## src/verilog/bus_switch_pkg.sv

```systemverilog
// Package with constants for the two-channel I2C bus switch
package bus_switch_pkg;
   localparam logic [6:0] ADDR_BASE = 7'h70;
   localparam int ADDR_SEL_W = 2;
   localparam int CH_N = 2;
   localparam logic [7:0] CTRL_RESET = 8'h00;
   localparam int CH0_BIT = 0;
   localparam int CH1_BIT = 1;
   localparam int POR_CYCLES = 4;
   typedef enum logic [2:0] {
      ST_IDLE, ST_ADDR, ST_ADDR_ACK, ST_WRITE, ST_WR_ACK, ST_READ, ST_RD_ACK
   } tgt_state_e;
endpackage

```

## src/verilog/pin_sync.sv

```systemverilog
// Two-flop synchroniser for a group of pins
module pin_sync #(
   parameter int W = 1,
   parameter logic [W-1:0] INIT = '1
) (
   input wire logic clk,
   input wire logic rst_b,
   input wire logic [W-1:0] d,
   output logic [W-1:0] q
);
   logic [W-1:0] meta_ff;
   always_ff @(posedge clk or negedge rst_b) begin
      if (!rst_b) begin
         meta_ff <= INIT;
         q <= INIT;
      end else begin
         meta_ff <= d;
         q <= meta_ff;
      end
   end
endmodule

```

## src/verilog/i2c_two_channel_bus_switch.sv

```systemverilog
// Target state machine, channel switch and interrupt combiner
module i2c_two_channel_bus_switch (
   input wire logic CLK,
   input wire logic RST_B,
   input wire logic SCL_I,
   output logic SCL_O,
   output logic SCL_OE,
   input wire logic SDA_I,
   output logic SDA_O,
   output logic SDA_OE,
   input wire logic DOWNSTREAM_CLOCK_CH0_I,
   output logic DOWNSTREAM_CLOCK_CH0_O,
   output logic DOWNSTREAM_CLOCK_CH0_OE,
   input wire logic DOWNSTREAM_DATA_CH0_I,
   output logic DOWNSTREAM_DATA_CH0_O,
   output logic DOWNSTREAM_DATA_CH0_OE,
   input wire logic DOWNSTREAM_CLOCK_CH1_I,
   output logic DOWNSTREAM_CLOCK_CH1_O,
   output logic DOWNSTREAM_CLOCK_CH1_OE,
   input wire logic DOWNSTREAM_DATA_CH1_I,
   output logic DOWNSTREAM_DATA_CH1_O,
   output logic DOWNSTREAM_DATA_CH1_OE,
   input wire logic IRQ_IN_CH0_N,
   input wire logic IRQ_IN_CH1_N,
   output logic IRQ_OUT_N,
   input wire logic ADDR_SEL_0,
   input wire logic ADDR_SEL_1,
   output logic [1:0] CHANNEL_ENABLE
);
   // Synchronised pins: scl, sda, ds clk/data x2, irq x2, addr x2
   logic [9:0] raw;
   logic [9:0] syn;
   assign raw = {ADDR_SEL_1, ADDR_SEL_0, IRQ_IN_CH1_N, IRQ_IN_CH0_N,
                 DOWNSTREAM_DATA_CH1_I, DOWNSTREAM_CLOCK_CH1_I,
                 DOWNSTREAM_DATA_CH0_I, DOWNSTREAM_CLOCK_CH0_I,
                 SDA_I, SCL_I};

   pin_sync #(.W(10), .INIT(10'h0FF)) u_sync (
      .clk(CLK),
      .rst_b(RST_B),
      .d(raw),
      .q(syn)
   );

   wire scl_s = syn[0];
   wire sda_s = syn[1];
   wire [1:0] ds_clk = {syn[4], syn[2]};
   wire [1:0] ds_dat = {syn[5], syn[3]};
   wire [1:0] irq_n = {syn[7], syn[6]};
   wire [1:0] addr_sel = {syn[9], syn[8]};

   // Power-on reset stretch, cleared by the pin as well
   logic [2:0] por_cnt_ff;
   wire por_busy = (por_cnt_ff != 3'(bus_switch_pkg::POR_CYCLES));
   always_ff @(posedge CLK or negedge RST_B) begin
      if (!RST_B) por_cnt_ff <= '0;
      else if (por_busy) por_cnt_ff <= por_cnt_ff + 3'h1;
   end

   logic scl_d_ff;
   logic sda_d_ff;
   always_ff @(posedge CLK or negedge RST_B) begin
      if (!RST_B) begin
         scl_d_ff <= 1'b1;
         sda_d_ff <= 1'b1;
      end else begin
         scl_d_ff <= scl_s;
         sda_d_ff <= sda_s;
      end
   end
   wire scl_rise = scl_s & ~scl_d_ff;
   wire scl_fall = ~scl_s & scl_d_ff;
   wire start_c = scl_s & scl_d_ff & sda_d_ff & ~sda_s;
   wire stop_c = scl_s & scl_d_ff & ~sda_d_ff & sda_s;

   // Address compare: fixed high bits, pins give low bits
   wire [6:0] my_addr = {bus_switch_pkg::ADDR_BASE[6:2], addr_sel};

   bus_switch_pkg::tgt_state_e st_ff;
   bus_switch_pkg::tgt_state_e nxt_st;
   logic [7:0] sh_ff;
   logic [7:0] nxt_sh;
   logic [3:0] bit_ff;
   logic [3:0] nxt_bit;
   logic [7:0] ctrl_ff;
   logic [7:0] nxt_ctrl;
   logic sda_low_ff;
   logic nxt_sda_low;

   wire byte_done = (bit_ff == 4'h8);
   wire addr_hit = (sh_ff[7:1] == my_addr);

   always_comb begin
      nxt_st = st_ff;
      nxt_sh = sh_ff;
      nxt_bit = bit_ff;
      nxt_ctrl = ctrl_ff;
      nxt_sda_low = sda_low_ff;
      if (start_c) begin
         nxt_st = bus_switch_pkg::ST_ADDR;
         nxt_bit = 4'h0;
         nxt_sda_low = 1'b0;
      end else if (stop_c) begin
         nxt_st = bus_switch_pkg::ST_IDLE;
         nxt_sda_low = 1'b0;
      end else begin
         unique case (st_ff)
            bus_switch_pkg::ST_IDLE: begin
               nxt_sda_low = 1'b0;
            end
            bus_switch_pkg::ST_ADDR, bus_switch_pkg::ST_WRITE: begin
               if (scl_rise && !byte_done) begin
                  nxt_sh = {sh_ff[6:0], sda_s};
                  nxt_bit = bit_ff + 4'h1;
               end else if (scl_fall && byte_done) begin
                  if (st_ff == bus_switch_pkg::ST_WRITE) begin
                     nxt_ctrl = sh_ff;
                     nxt_sda_low = 1'b1;
                     nxt_st = bus_switch_pkg::ST_WR_ACK;
                  end else if (addr_hit) begin
                     nxt_sda_low = 1'b1;
                     nxt_st = bus_switch_pkg::ST_ADDR_ACK;
                  end else begin
                     nxt_st = bus_switch_pkg::ST_IDLE;
                  end
               end
            end
            bus_switch_pkg::ST_ADDR_ACK, bus_switch_pkg::ST_WR_ACK: begin
               if (scl_fall) begin
                  nxt_bit = 4'h0;
                  if (st_ff == bus_switch_pkg::ST_ADDR_ACK && sh_ff[0]) begin
                     nxt_st = bus_switch_pkg::ST_READ;
                     nxt_sh = ctrl_ff;
                     nxt_sda_low = ~ctrl_ff[7];
                  end else begin
                     nxt_st = bus_switch_pkg::ST_WRITE;
                     nxt_sda_low = 1'b0;
                  end
               end
            end
            bus_switch_pkg::ST_READ: begin
               if (scl_fall) begin
                  if (bit_ff == 4'h7) begin
                     nxt_sda_low = 1'b0;
                     nxt_st = bus_switch_pkg::ST_RD_ACK;
                  end else begin
                     nxt_bit = bit_ff + 4'h1;
                     nxt_sh = {sh_ff[6:0], 1'b0};
                     nxt_sda_low = ~sh_ff[6];
                  end
               end
            end
            bus_switch_pkg::ST_RD_ACK: begin
               if (scl_rise && sda_s) begin
                  nxt_st = bus_switch_pkg::ST_IDLE;
               end else if (scl_fall) begin
                  nxt_bit = 4'h0;
                  nxt_sh = ctrl_ff;
                  nxt_sda_low = ~ctrl_ff[7];
                  nxt_st = bus_switch_pkg::ST_READ;
               end
            end
         endcase
      end
   end

   always_ff @(posedge CLK or negedge RST_B) begin
      if (!RST_B) begin
         st_ff <= bus_switch_pkg::ST_IDLE;
         sh_ff <= 8'h00;
         bit_ff <= 4'h0;
         ctrl_ff <= bus_switch_pkg::CTRL_RESET;
         sda_low_ff <= 1'b0;
      end else if (por_busy) begin
         st_ff <= bus_switch_pkg::ST_IDLE;
         sh_ff <= 8'h00;
         bit_ff <= 4'h0;
         ctrl_ff <= bus_switch_pkg::CTRL_RESET;
         sda_low_ff <= 1'b0;
      end else begin
         st_ff <= nxt_st;
         sh_ff <= nxt_sh;
         bit_ff <= nxt_bit;
         ctrl_ff <= nxt_ctrl;
         sda_low_ff <= nxt_sda_low;
      end
   end

   // Channel enables from control bits
   wire [1:0] ch_en = {ctrl_ff[bus_switch_pkg::CH1_BIT],
                       ctrl_ff[bus_switch_pkg::CH0_BIT]};

   // Open-drain pass: a low seen on one side is driven on the other.
   // A line we released still reads low for two cycles through the
   // synchroniser, so lows inside that echo window are not fed back;
   // otherwise the two sides would hold each other low and oscillate.
   logic [1:0] ds_clk_oe_ff;
   logic [1:0] ds_dat_oe_ff;
   logic [1:0] ds_clk_d1_ff;
   logic [1:0] ds_clk_d2_ff;
   logic [1:0] ds_dat_d1_ff;
   logic [1:0] ds_dat_d2_ff;
   logic scl_oe_ff;
   logic sda_oe_ff;
   // Upstream drive history: bit 1 data, bit 0 clock
   logic [1:0] up_d1_ff;
   logic [1:0] up_d2_ff;
   logic irq_ff;
   logic [1:0] en_ff;
   logic [1:0] ds_clk_low;
   logic [1:0] ds_dat_low;
   logic [1:0] nxt_ds_clk_oe;
   logic [1:0] nxt_ds_dat_oe;
   wire [1:0] ds_clk_own = ds_clk_oe_ff | ds_clk_d1_ff | ds_clk_d2_ff;
   wire [1:0] ds_dat_own = ds_dat_oe_ff | ds_dat_d1_ff | ds_dat_d2_ff;
   wire scl_own = scl_oe_ff | up_d1_ff[0] | up_d2_ff[0];
   wire sda_own = sda_oe_ff | up_d1_ff[1] | up_d2_ff[1];
   genvar g;
   generate
      for (g = 0; g < bus_switch_pkg::CH_N; g++) begin : g_ch
         assign ds_clk_low[g] = ch_en[g] & ~ds_clk[g] & ~ds_clk_own[g];
         assign ds_dat_low[g] = ch_en[g] & ~ds_dat[g] & ~ds_dat_own[g];
         assign nxt_ds_clk_oe[g] = ch_en[g] & ~scl_s & ~scl_own;
         assign nxt_ds_dat_oe[g] = ch_en[g] &
                                   ((~sda_s & ~sda_own) | sda_low_ff);
      end
   endgenerate

   always_ff @(posedge CLK or negedge RST_B) begin
      if (!RST_B) begin
         ds_clk_oe_ff <= 2'h0;
         ds_dat_oe_ff <= 2'h0;
         ds_clk_d1_ff <= 2'h0;
         ds_clk_d2_ff <= 2'h0;
         ds_dat_d1_ff <= 2'h0;
         ds_dat_d2_ff <= 2'h0;
         up_d1_ff <= 2'h0;
         up_d2_ff <= 2'h0;
      end else begin
         ds_clk_oe_ff <= nxt_ds_clk_oe;
         ds_dat_oe_ff <= nxt_ds_dat_oe;
         ds_clk_d1_ff <= ds_clk_oe_ff;
         ds_clk_d2_ff <= ds_clk_d1_ff;
         ds_dat_d1_ff <= ds_dat_oe_ff;
         ds_dat_d2_ff <= ds_dat_d1_ff;
         up_d1_ff <= {sda_oe_ff, scl_oe_ff};
         up_d2_ff <= up_d1_ff;
      end
   end

   always_ff @(posedge CLK or negedge RST_B) begin
      if (!RST_B) begin
         scl_oe_ff <= 1'b0;
         sda_oe_ff <= 1'b0;
         irq_ff <= 1'b1;
         en_ff <= 2'h0;
      end else begin
         scl_oe_ff <= |ds_clk_low;
         sda_oe_ff <= sda_low_ff | (|ds_dat_low);
         irq_ff <= &irq_n;
         en_ff <= ch_en;
      end
   end

   assign SCL_O = 1'b0;
   assign SDA_O = 1'b0;
   assign SCL_OE = scl_oe_ff;
   assign SDA_OE = sda_oe_ff;
   assign DOWNSTREAM_CLOCK_CH0_O = 1'b0;
   assign DOWNSTREAM_DATA_CH0_O = 1'b0;
   assign DOWNSTREAM_CLOCK_CH1_O = 1'b0;
   assign DOWNSTREAM_DATA_CH1_O = 1'b0;
   assign DOWNSTREAM_CLOCK_CH0_OE = ds_clk_oe_ff[0];
   assign DOWNSTREAM_DATA_CH0_OE = ds_dat_oe_ff[0];
   assign DOWNSTREAM_CLOCK_CH1_OE = ds_clk_oe_ff[1];
   assign DOWNSTREAM_DATA_CH1_OE = ds_dat_oe_ff[1];
   assign IRQ_OUT_N = irq_ff;
   assign CHANNEL_ENABLE = en_ff;
endmodule

```

## config.mk

```make
export PLATFORM = sky130hd
export DESIGN_NAME = i2c_two_channel_bus_switch
export DESIGN_NICKNAME = d
export VERILOG_FILES = /design/src/verilog/bus_switch_pkg.sv /design/src/verilog/pin_sync.sv /design/src/verilog/i2c_two_channel_bus_switch.sv
export SDC_FILE = /design/constraint.sdc
export NUM_CORES = 1
export LEC_CHECK = 0
export BUFFER_PORTS_ARGS = -buffer_cell sky130_fd_sc_hd__buf_4
export CAP_MARGIN = 20
export CORE_ASPECT_RATIO = 0.75
export CORE_UTILIZATION = 30
export CTS_CLUSTER_DIAMETER = 80
export DETAILED_ROUTE_END_ITERATION = 8
export GPL_ROUTABILITY_DRIVEN = 0
export GPL_TIMING_DRIVEN = 0
export PLACE_DENSITY = 0.5
export SYNTH_ARGS = -nofsm -noshare
export SYNTH_HDL_FRONTEND = slang
export SYNTH_SLANG_ARGS = --single-unit
```

## constraint.sdc

```tcl
create_clock -name CLK -period 3.63 [get_ports CLK]
set_clock_uncertainty 0.2 [all_clocks]
set_input_delay 0.726 -clock CLK [delete_from_list [all_inputs] [get_ports CLK]]
set_output_delay 0.726 -clock CLK [all_outputs]
set_load 0.01 [all_outputs]
```

Yosys cells after proc, flatten, opt, wreduce, memory -nomap -nowiden --
Index checks and enable logic that the tools add are counted.
Word-level totals: bits of input ports 12, flip-flop bits (word level) 70, logic and storage cells 183, output and inout bits 15
Operators by class: multiplexer cells 55, bitwise logic cells 48, reduce and logical (&&, ||, !) cells 22, add/subtract/negate cells 2, eq/ne operators 34
Operators by type and width (number):
- $mux 8 | 17
- $mux 3 | 12
- $ne 5x5->1 const B | 7
- $mux 4 | 8
- $pmux 8 s4 | 1
- $ne 3x3->1 const B | 9
- $and 1x1->1 | 22
- $ne 4x4->1 const B | 4
- $not 1->1 | 16
- $pmux 4 s4 | 1
- $reduce_and 7->1 | 2
- $mux 1 | 13
- $ne 6x6->1 const B | 2
- $pmux 3 s4 | 1
- $reduce_and 6->1 | 2
- $reduce_and 10->1 | 1
- $eq 3x3->1 const B | 3
- $or 2x2->2 | 4
- $reduce_or 2->1 | 4
- $eq 7x7->1 | 1
- $reduce_bool 7->1 | 1
- $eq 3x2->1 const B | 2
- $ne 2x2->1 const B | 3
- $or 1x1->1 | 6
- 14 further kinds | 19

Logic depth before layout (Yosys ltp) --
Gate-level depths: netlist (run 1).
depth in word-level cells 9, gate-level depth with buffers 8, mapped depth without buffers 7

Hierarchy --
A second synthesis (run 1) with hierarchy kept.
Unflattened totals: cells, all modules 269, area total of the unflattened synthesis 2989.1 sq um
Modules (own cells, without submodules):
- i2c_two_channel_bus_switch | seq. area each 1255.0 sq um, cells an instance 249, area each 2468.6 sq um, times used 1
- pin_sync | seq. area each 520.5 sq um, cells an instance 20, area each 520.5 sq um, times used 1

Least setup slack after synthesis (run 1) --
OpenSTA, ideal clock, no wires.
kind flip-flop to flip-flop, start point register bit_ff[0], end point register sh_ff[0], path slack 1.207 ns, clock period less this slack 2.423 ns, arrival 2.145 ns, library setup time 0.078 ns, buffers on the path 1, data required time 3.352 ns, cell stages (with the launch flop) 9, path through dfrtp_1 inv_1 ha_1 and3b_1 o31a_1 or4_4 buf_6 or3_1 a21oi_1
On the way: cells in the longest elaborated chain, start to end 5, elaborated cells on any way between the ends 7, those cells by class eq/ne: 4; reduce/logical: 3
Ends and longest elaborated chain:
- from (decl) | RTL line i2c_two_channel_bus_switch.sv:83 | logic [3:0] bit_ff;
- from (signal assigned) | RTL line i2c_two_channel_bus_switch.sv:183 | bit_ff <= nxt_bit;
- $eq 4x4->1 | RTL line i2c_two_channel_bus_switch.sv:90 | wire byte_done = (bit_ff == 4'h8);
- $logic_not 1->1 | RTL line i2c_two_channel_bus_switch.sv:112 | if (scl_rise && !byte_done) begin
- $logic_and 1x1->1 | RTL line i2c_two_channel_bus_switch.sv:112
- $ne 3x3->1 (no line)
- $reduce_and 10->1 (no line) *
- to (signal assigned) | RTL line i2c_two_channel_bus_switch.sv:182 | sh_ff <= nxt_sh;
- to (decl) | RTL line i2c_two_channel_bus_switch.sv:81 | logic [7:0] sh_ff;
Every way passes the cells marked *; elsewhere a longest branch is shown, timed or not. A chain may end at the register's enable or synchronous reset.

Final worst setup path (run 1) --
Same ends and word-level chain as after synthesis.

==> results.py, run 1 <==
metrics = {
    "clocking": {
        "clkTransAtPathRegs_ns": 0.05,
        "clock-root-buffer": "clkbuf_16",
        "cts_tree": "built",
        "cts.sinks": 70,
        "postCtsSetupRepairBufs": 0,
        "clockBufferDepth": 2,
        "cts_resized": 0,
        "clk_latency_ns": 0.33,
        "htree_levels": 3,
        "hold_buffers": 0,
        "numCtsBuffers": 9,
    },
    "setup_path": {
        "worstPathMaxFanout": 10,
        "cpMaxStageDelayCell": "or4_4",
        "crit_type": "flip-flop to flip-flop",
        "crit_arrival_ns": 2.73,
        "reg2reg_slack_ns": 0.95,
        "rr_worst_depth": 8,
        "r2r_start": "bit_ff[0]",
        "path_cells": "inv_1 -> ha_1 -> and3b_1 -> o31a_1 -> or4_4 -> buf_6 -> or3_1 -> a21oi_1",
        "crit_path_max_incr_delay_ns": 0.52,
        "critical_path.endpoint": "sh_ff[0]",
        "regToRegEndpoint": "sh_ff[0]",
        "endpoint_kind": "flip-flop",
        "cp.required_ns": 3.68,
        "setup.worst_path.start": "bit_ff[0]",
        "cp-start-kind": "flip-flop",
    },
    "synthesis": {
        "synth_area_leaders": "dfrtp_1, dfstp_2, nand2_1",
        "synth_edf_count": 0,
        "postSynthCellCount": 260,
        "postSynthAreaPerCell_sq_um": 11.2,
        "synth_largest_area_cell": "dfrtp_1",
        "yosysWarnings": 0,
        "synth_ff_type": "dfrtp_1",
        "netlist_area_sq_mm": 0.00291,
        "synth_seq_area_share_pct": 61.1,
        "synth_top_area_share_pct": 43.9,
        "async_flop_share_pct": 100,
        "ys_ff_latch": 70,
        "synth.distinct_cells": 48,
    },
    "run": {
        "maxCapViolations": 0,
    },
    "floorplanning": {
        "initial_utilization_pct": 31.5,
        "row_count": 30,
        "die_y_um": 87.2,
        "die_x_um": 116,
        "die-area_sq_mm": 0.0101,
        "num_io_pins": 27,
        "core_sq_mm": 0.00923,
    },
    "route": {
        "antenna_left": 0,
        "drt_iter0_drc": 177,
        "drt_wl_total_um": 6100,
        "dr.pass1.iters": 4,
        "viasPerCell": 4.66,
        "drc_errors": 0,
        "wl_per_cell_um": 14.2,
        "num_vias": 2005,
    },
    "min_path": {
        "min_path_type": "flip-flop to flip-flop",
        "min-delay-start": "u_sync.meta_ff[9]",
    },
    "final_layout": {
        "layout_common_cells": "dfrtp_1, nand2_1, buf_4",
        "drive_gt1_share_pct": 22.2,
        "syn2layout_area_growth_pct": 21.1,
        "antenna-diode-count": 0,
        "layout_commonest_cell": "dfrtp_1",
        "nets": 313,
        "final_area_sq_mm": 0.00352,
    },
    "pwr": {
        "power_mw": 1.85,
        "leakage_nw": 1.59,
        "ir_drop_mv": 0.290,
        "power.density_mw_per_mm2": 525,
    },
    "status": {
        "status": "finished, final reports clean",
    },
    "timing": {
        "fin_hold_ws_ns": 0.146,
        "setup_violations": 0,
        "tightest_slew_ns": 0.920,
        "min_period_ns": 2.68,
        "drv_slew": 0,
        "finalHoldViolCount": 0,
        "fmax_mhz": 373,
        "tns_ns": 0,
        "rsz0062_at_grt": "no",
        "slew_headroom_pct": 38.4,
        "min_period_over_period_pct": 73.9,
    },
    "placement": {
        "io_buffer_count": 20,
        "dp_hpwl_um": 4000,
        "place_area_sq_mm": 0.00323,
    },
    "global_route": {
        "grt_pass1_wl_um": 10200,
        "antenna_found_initial": 0,
        "grt_start_max_net_pins": 71,
        "grt.overflow.total": 0,
        "grt_usage_pct": 13.7,
        "grt_pass1_vias": 1979,
    },
}
==> worst max-delay path: cells and delay by family, from the launching register on <==
kind | cells | cell delay (ns)
adders and majority gates | 1 | 0.20
buffers and inverters | 2 | 0.23
AOI/OAI and AO/OA | 2 | 0.45
DFF | 1 | 0.39
and+or+nand+nor | 3 | 1.13
==> metal layers <==
metal	track usage, %	share of wire, %
met1	20.0	54
met2	18.1	40
met3	5.29	5.2
met4	4.90	1.0
met5	0	0
==> area by class of cell <==
cell class	instances	area, sq um
Clock inverter	5	35.0
Tap cell	128	160
Timing Repair Buffer	21	155
Inverter	6	22.5
Sequential cell	70	1780
Fill cell	916	5720
Clock buffer	11	243
Buffer	15	87.6
Multi-Input combinational cell	174	1040
==> state kept, by name, summed over array words and instances, names as in the netlist, 2 cells and up <==
signal and flops:
u_sync.meta_ff 10, u_sync.q 10, ctrl_ff 8, sh_ff 8, bit_ff 4, por_cnt_ff 3
st_ff 3, CHANNEL_ENABLE 2, ds_clk_d1_ff 2, ds_clk_d2_ff 2, ds_clk_oe_ff 2, ds_dat_d1_ff 2
ds_dat_d2_ff 2, ds_dat_oe_ff 2, up_d1_ff 2, up_d2_ff 2
==> metrics by stage <==
stage	utilization (%)	cells	setup slack, ns
CTS	38.0	429	0.976
global placement	35.0	413	1.02
global route	38.1	430	0.865
floorplan	-	265	1.21
finish	38.1	430	0.946
detailed placement	35.0	413	1.00
==> kinds of logic after synthesis <==
| kind of cell | count (synthesis) | share of synthesized area [%] |
|---|---|---|
| compound gates | 65 | 14.9 |
| xor+xnor | 4 | 1.21 |
| fa+ha+maj | 4 | 1.72 |
| buf+inv | 21 | 3.79 |
| flops | 70 | 61.1 |
| mux | 1 | 0.388 |
| other cells | 1 | 0.129 |
| simple gates | 94 | 16.8 |
==> cell usage after synthesis, types with 4 or more instances <==
cell type,count
a21oi_1,18
nand2_1,31
nor2_1,15
clkbuf_1,7
a22o_1,9
ha_1,4
inv_1,6
a211o_1,7
xnor2_1,4
nand3_1,5
dfstp_2,19
o21ai_0,15
nor3_1,4
buf_4,6
dfrtp_1,51
nor4_1,8
and2_1,5
nor2b_1,6
==> worst min path at each step <==
stage | slack (ns) | to | cells past startpoint
2_1_floorplan | 0.13 | u_sync.q[8] | 0
3_3_place_gp | 0.14 | u_sync.q[9] | 0
3_5_place_dp | 0.13 | u_sync.q[9] | 0
4_1_cts | 0.15 | u_sync.q[9] | 0
5_1_grt | 0.15 | u_sync.q[9] | 0
6_report | 0.15 | u_sync.q[9] | 0
==> where the power goes <==
part | internal, mW | switching (mW)
Clock | 0.480 | 0.318
Sequential | 0.839 | 0.0533
Combinational | 0.0678 | 0.0865
Note: power is estimated with default switching activity, not from simulation.
==> run 2, diff against run 1 <==
Clock period 3.63 ns to 2.65 ns, I/O delays scaled along.
==> run 2 against run 1 <==
Via count up 2.2%. Utilization rose by 1.0 points. Fmax rose by 3.3%. Final cell count increased by 1.6%. Largest power group unchanged. Largest cell class unchanged. Cell area rose by 2.7%.
==> results.py, run 2 (synthesized netlist as in run 1, its figures left out) <==
metrics = {
    "floorplanning": {
        "die_y_um": 87.2,
        "die-area_sq_mm": 0.0101,
        "core_sq_mm": 0.00923,
        "num_io_pins": 27,
        "row_count": 30,
        "initial_utilization_pct": 31.5,
        "die_x_um": 116,
    },
    "final_layout": {
        "nets": 320,
        "syn2layout_area_growth_pct": 24.3,
        "finish.utilization_pct": 39.1,
        "layout_commonest_cell": "dfrtp_1",
        "antenna-diode-count": 0,
        "drive_gt1_share_pct": 26.2,
        "top_regs": "u_sync.meta_ff (10), u_sync.q (10)",
        "instances_no_fill": 437,
        "layout_common_cells": "dfrtp_1, buf_4, nand2_1",
        "fillers": 903,
    },
    "route": {
        "drt_iter0_drc": 159,
        "dr.pass1.iters": 4,
        "drc_errors": 0,
        "antenna_left": 0,
        "wl_per_cell_um": 14.4,
        "drt_wl_total_um": 6290,
        "viasPerCell": 4.69,
        "num_vias": 2049,
    },
    "pwr": {
        "intPower_mw": 1.93,
        "power.density_mw_per_mm2": 711,
        "clkPwrFrac_pct": 42.3,
        "leakage_nw": 1.63,
        "p_switching_mw": 0.633,
        "ir_drop_mv": 0.379,
        "power_frac_seq_pct": 47.5,
        "power_mw": 2.57,
        "combPwrFrac_pct": 10.2,
        "sw_frac_of_total_pct": 24.6,
    },
    "global_route": {
        "grt_usage_pct": 13.7,
        "grt_start_max_net_pins": 71,
        "antenna_found_initial": 0,
        "grt_pass1_vias": 1981,
        "grt.overflow.total": 0,
        "grt_pass1_wl_um": 10200,
    },
    "timing": {
        "min_period_ns": 2.60,
        "tightest_slew_ns": 0.964,
        "finalHoldViolCount": 0,
        "slew_headroom_pct": 35.5,
        "setup_violations": 0,
        "min_period_over_period_pct": 98.1,
        "drv_slew": 0,
        "worst_slack_ns": 0.0509,
        "fmax_mhz": 385,
    },
    "clocking": {
        "clkTransAtPathRegs_ns": 0.05,
        "clk_latency_ns": 0.32,
        "clockBufferDepth": 2,
        "numCtsBuffers": 9,
        "cts_tree": "built",
        "htree_levels": 3,
        "hold_buffers": 0,
        "cts.sinks": 70,
        "clock-root-buffer": "clkbuf_16",
    },
    "setup_path": {
        "endpoint_kind": "flip-flop",
        "worstPathMaxFanout": 5,
        "cp-start-kind": "flip-flop",
        "crit_type": "flip-flop to flip-flop",
        "cp.required_ns": 2.70,
        "crit_arrival_ns": 2.65,
    },
    "placement": {
        "dpl_worst_slack_ns": 0.0197,
        "placed_cells": 413,
        "dp_hpwl_um": 4000,
        "io_buffer_count": 20,
    },
    "run": {
        "maxCapViolations": 0,
    },
    "min_path": {
        "min_path_type": "input pin to flip-flop",
    },
    "status": {
        "status": "finished, final reports clean",
    },
}
run 2: final timing paths:
| path | startpoint | end | slack [ns] | depth (start not counted) |
|---|---|---|---|---|
| hold / removal | SDA_I | u_sync.meta_ff[1] | 0.11 | 1 |
| setup reg to reg | bit_ff[1] | sh_ff[0] | 0.05 | 8 |
| max in group asynchronous | RST_B | ctrl_ff[5] | 1.57 | 1 |
| hold reg to reg | u_sync.meta_ff[9] | u_sync.q[9] | 0.15 | 0 |
| min in group asynchronous | RST_B | st_ff[1] | 0.13 | 1 |
| setup / recovery | bit_ff[1] | sh_ff[0] | 0.05 | 8 |
run 2: per-stage QoR:
step | hold WS [ns] | area [sq um] | setup TNS, ns
final | 0.110 | 3610 | 0
after global routing | 0.0889 | 3610 | -0.0156
after CTS | 0.0930 | 3520 | 0
after detailed placement | 0.135 | 3230 | 0
after global placement | 0.136 | 3230 | 0
after floorplan | 0.0344 | 2920 | 0
run 2: worst max-delay path, cell delays in order, from the launching register on:
cell     delay, ns
dfrtp_1       0.38
inv_1         0.05
ha_1          0.17
and3b_2       0.23
o31a_1        0.33
or4_4         0.48
buf_8         0.16
or3_4         0.38
a21oi_2       0.13
run 2: cell type report:
class | instances | area [sq um] | share of cell area (%)
clock inverter | 5 | 35.0 | 0.970
multi-input combinational | 174 | 1060 | 29.3
sequential | 70 | 1780 | 49.2
inverter | 6 | 22.5 | 0.624
timing repair buffer | 28 | 225 | 6.24
buffer | 15 | 92.6 | 2.56
tap | 128 | 160 | 4.44
clock buffer | 11 | 243 | 6.72
run 2: what timing repair did:
item                                    4_1_cts  5_1_grt
buffers inserted                              1        5
cloned                                        0        1
pin swaps                                     0        5
endpoints found under the setup margin        1        2
resized for setup                             0        9
endpoints found under the hold margin         0        0
run 2: per-layer routing:
layer	global-route usage [%]	vias to the layer above	part of all wire (%)
met4	4.90	0	0.30
met2	18.2	45	43
li1	-	997	-
met1	20.0	1005	53
met3	5.29	2	4.4
met5	0	-	0
run 2: power by group through the flow:
stage	Clock, mW	Sequential [mW]	Combinational (mW)
floorplan	0	1.22	0.144
global placement	0	1.24	0.207
detailed placement	0	1.24	0.212
CTS	1.13	1.22	0.228
global route	1.18	1.22	0.297
finish	1.09	1.22	0.262
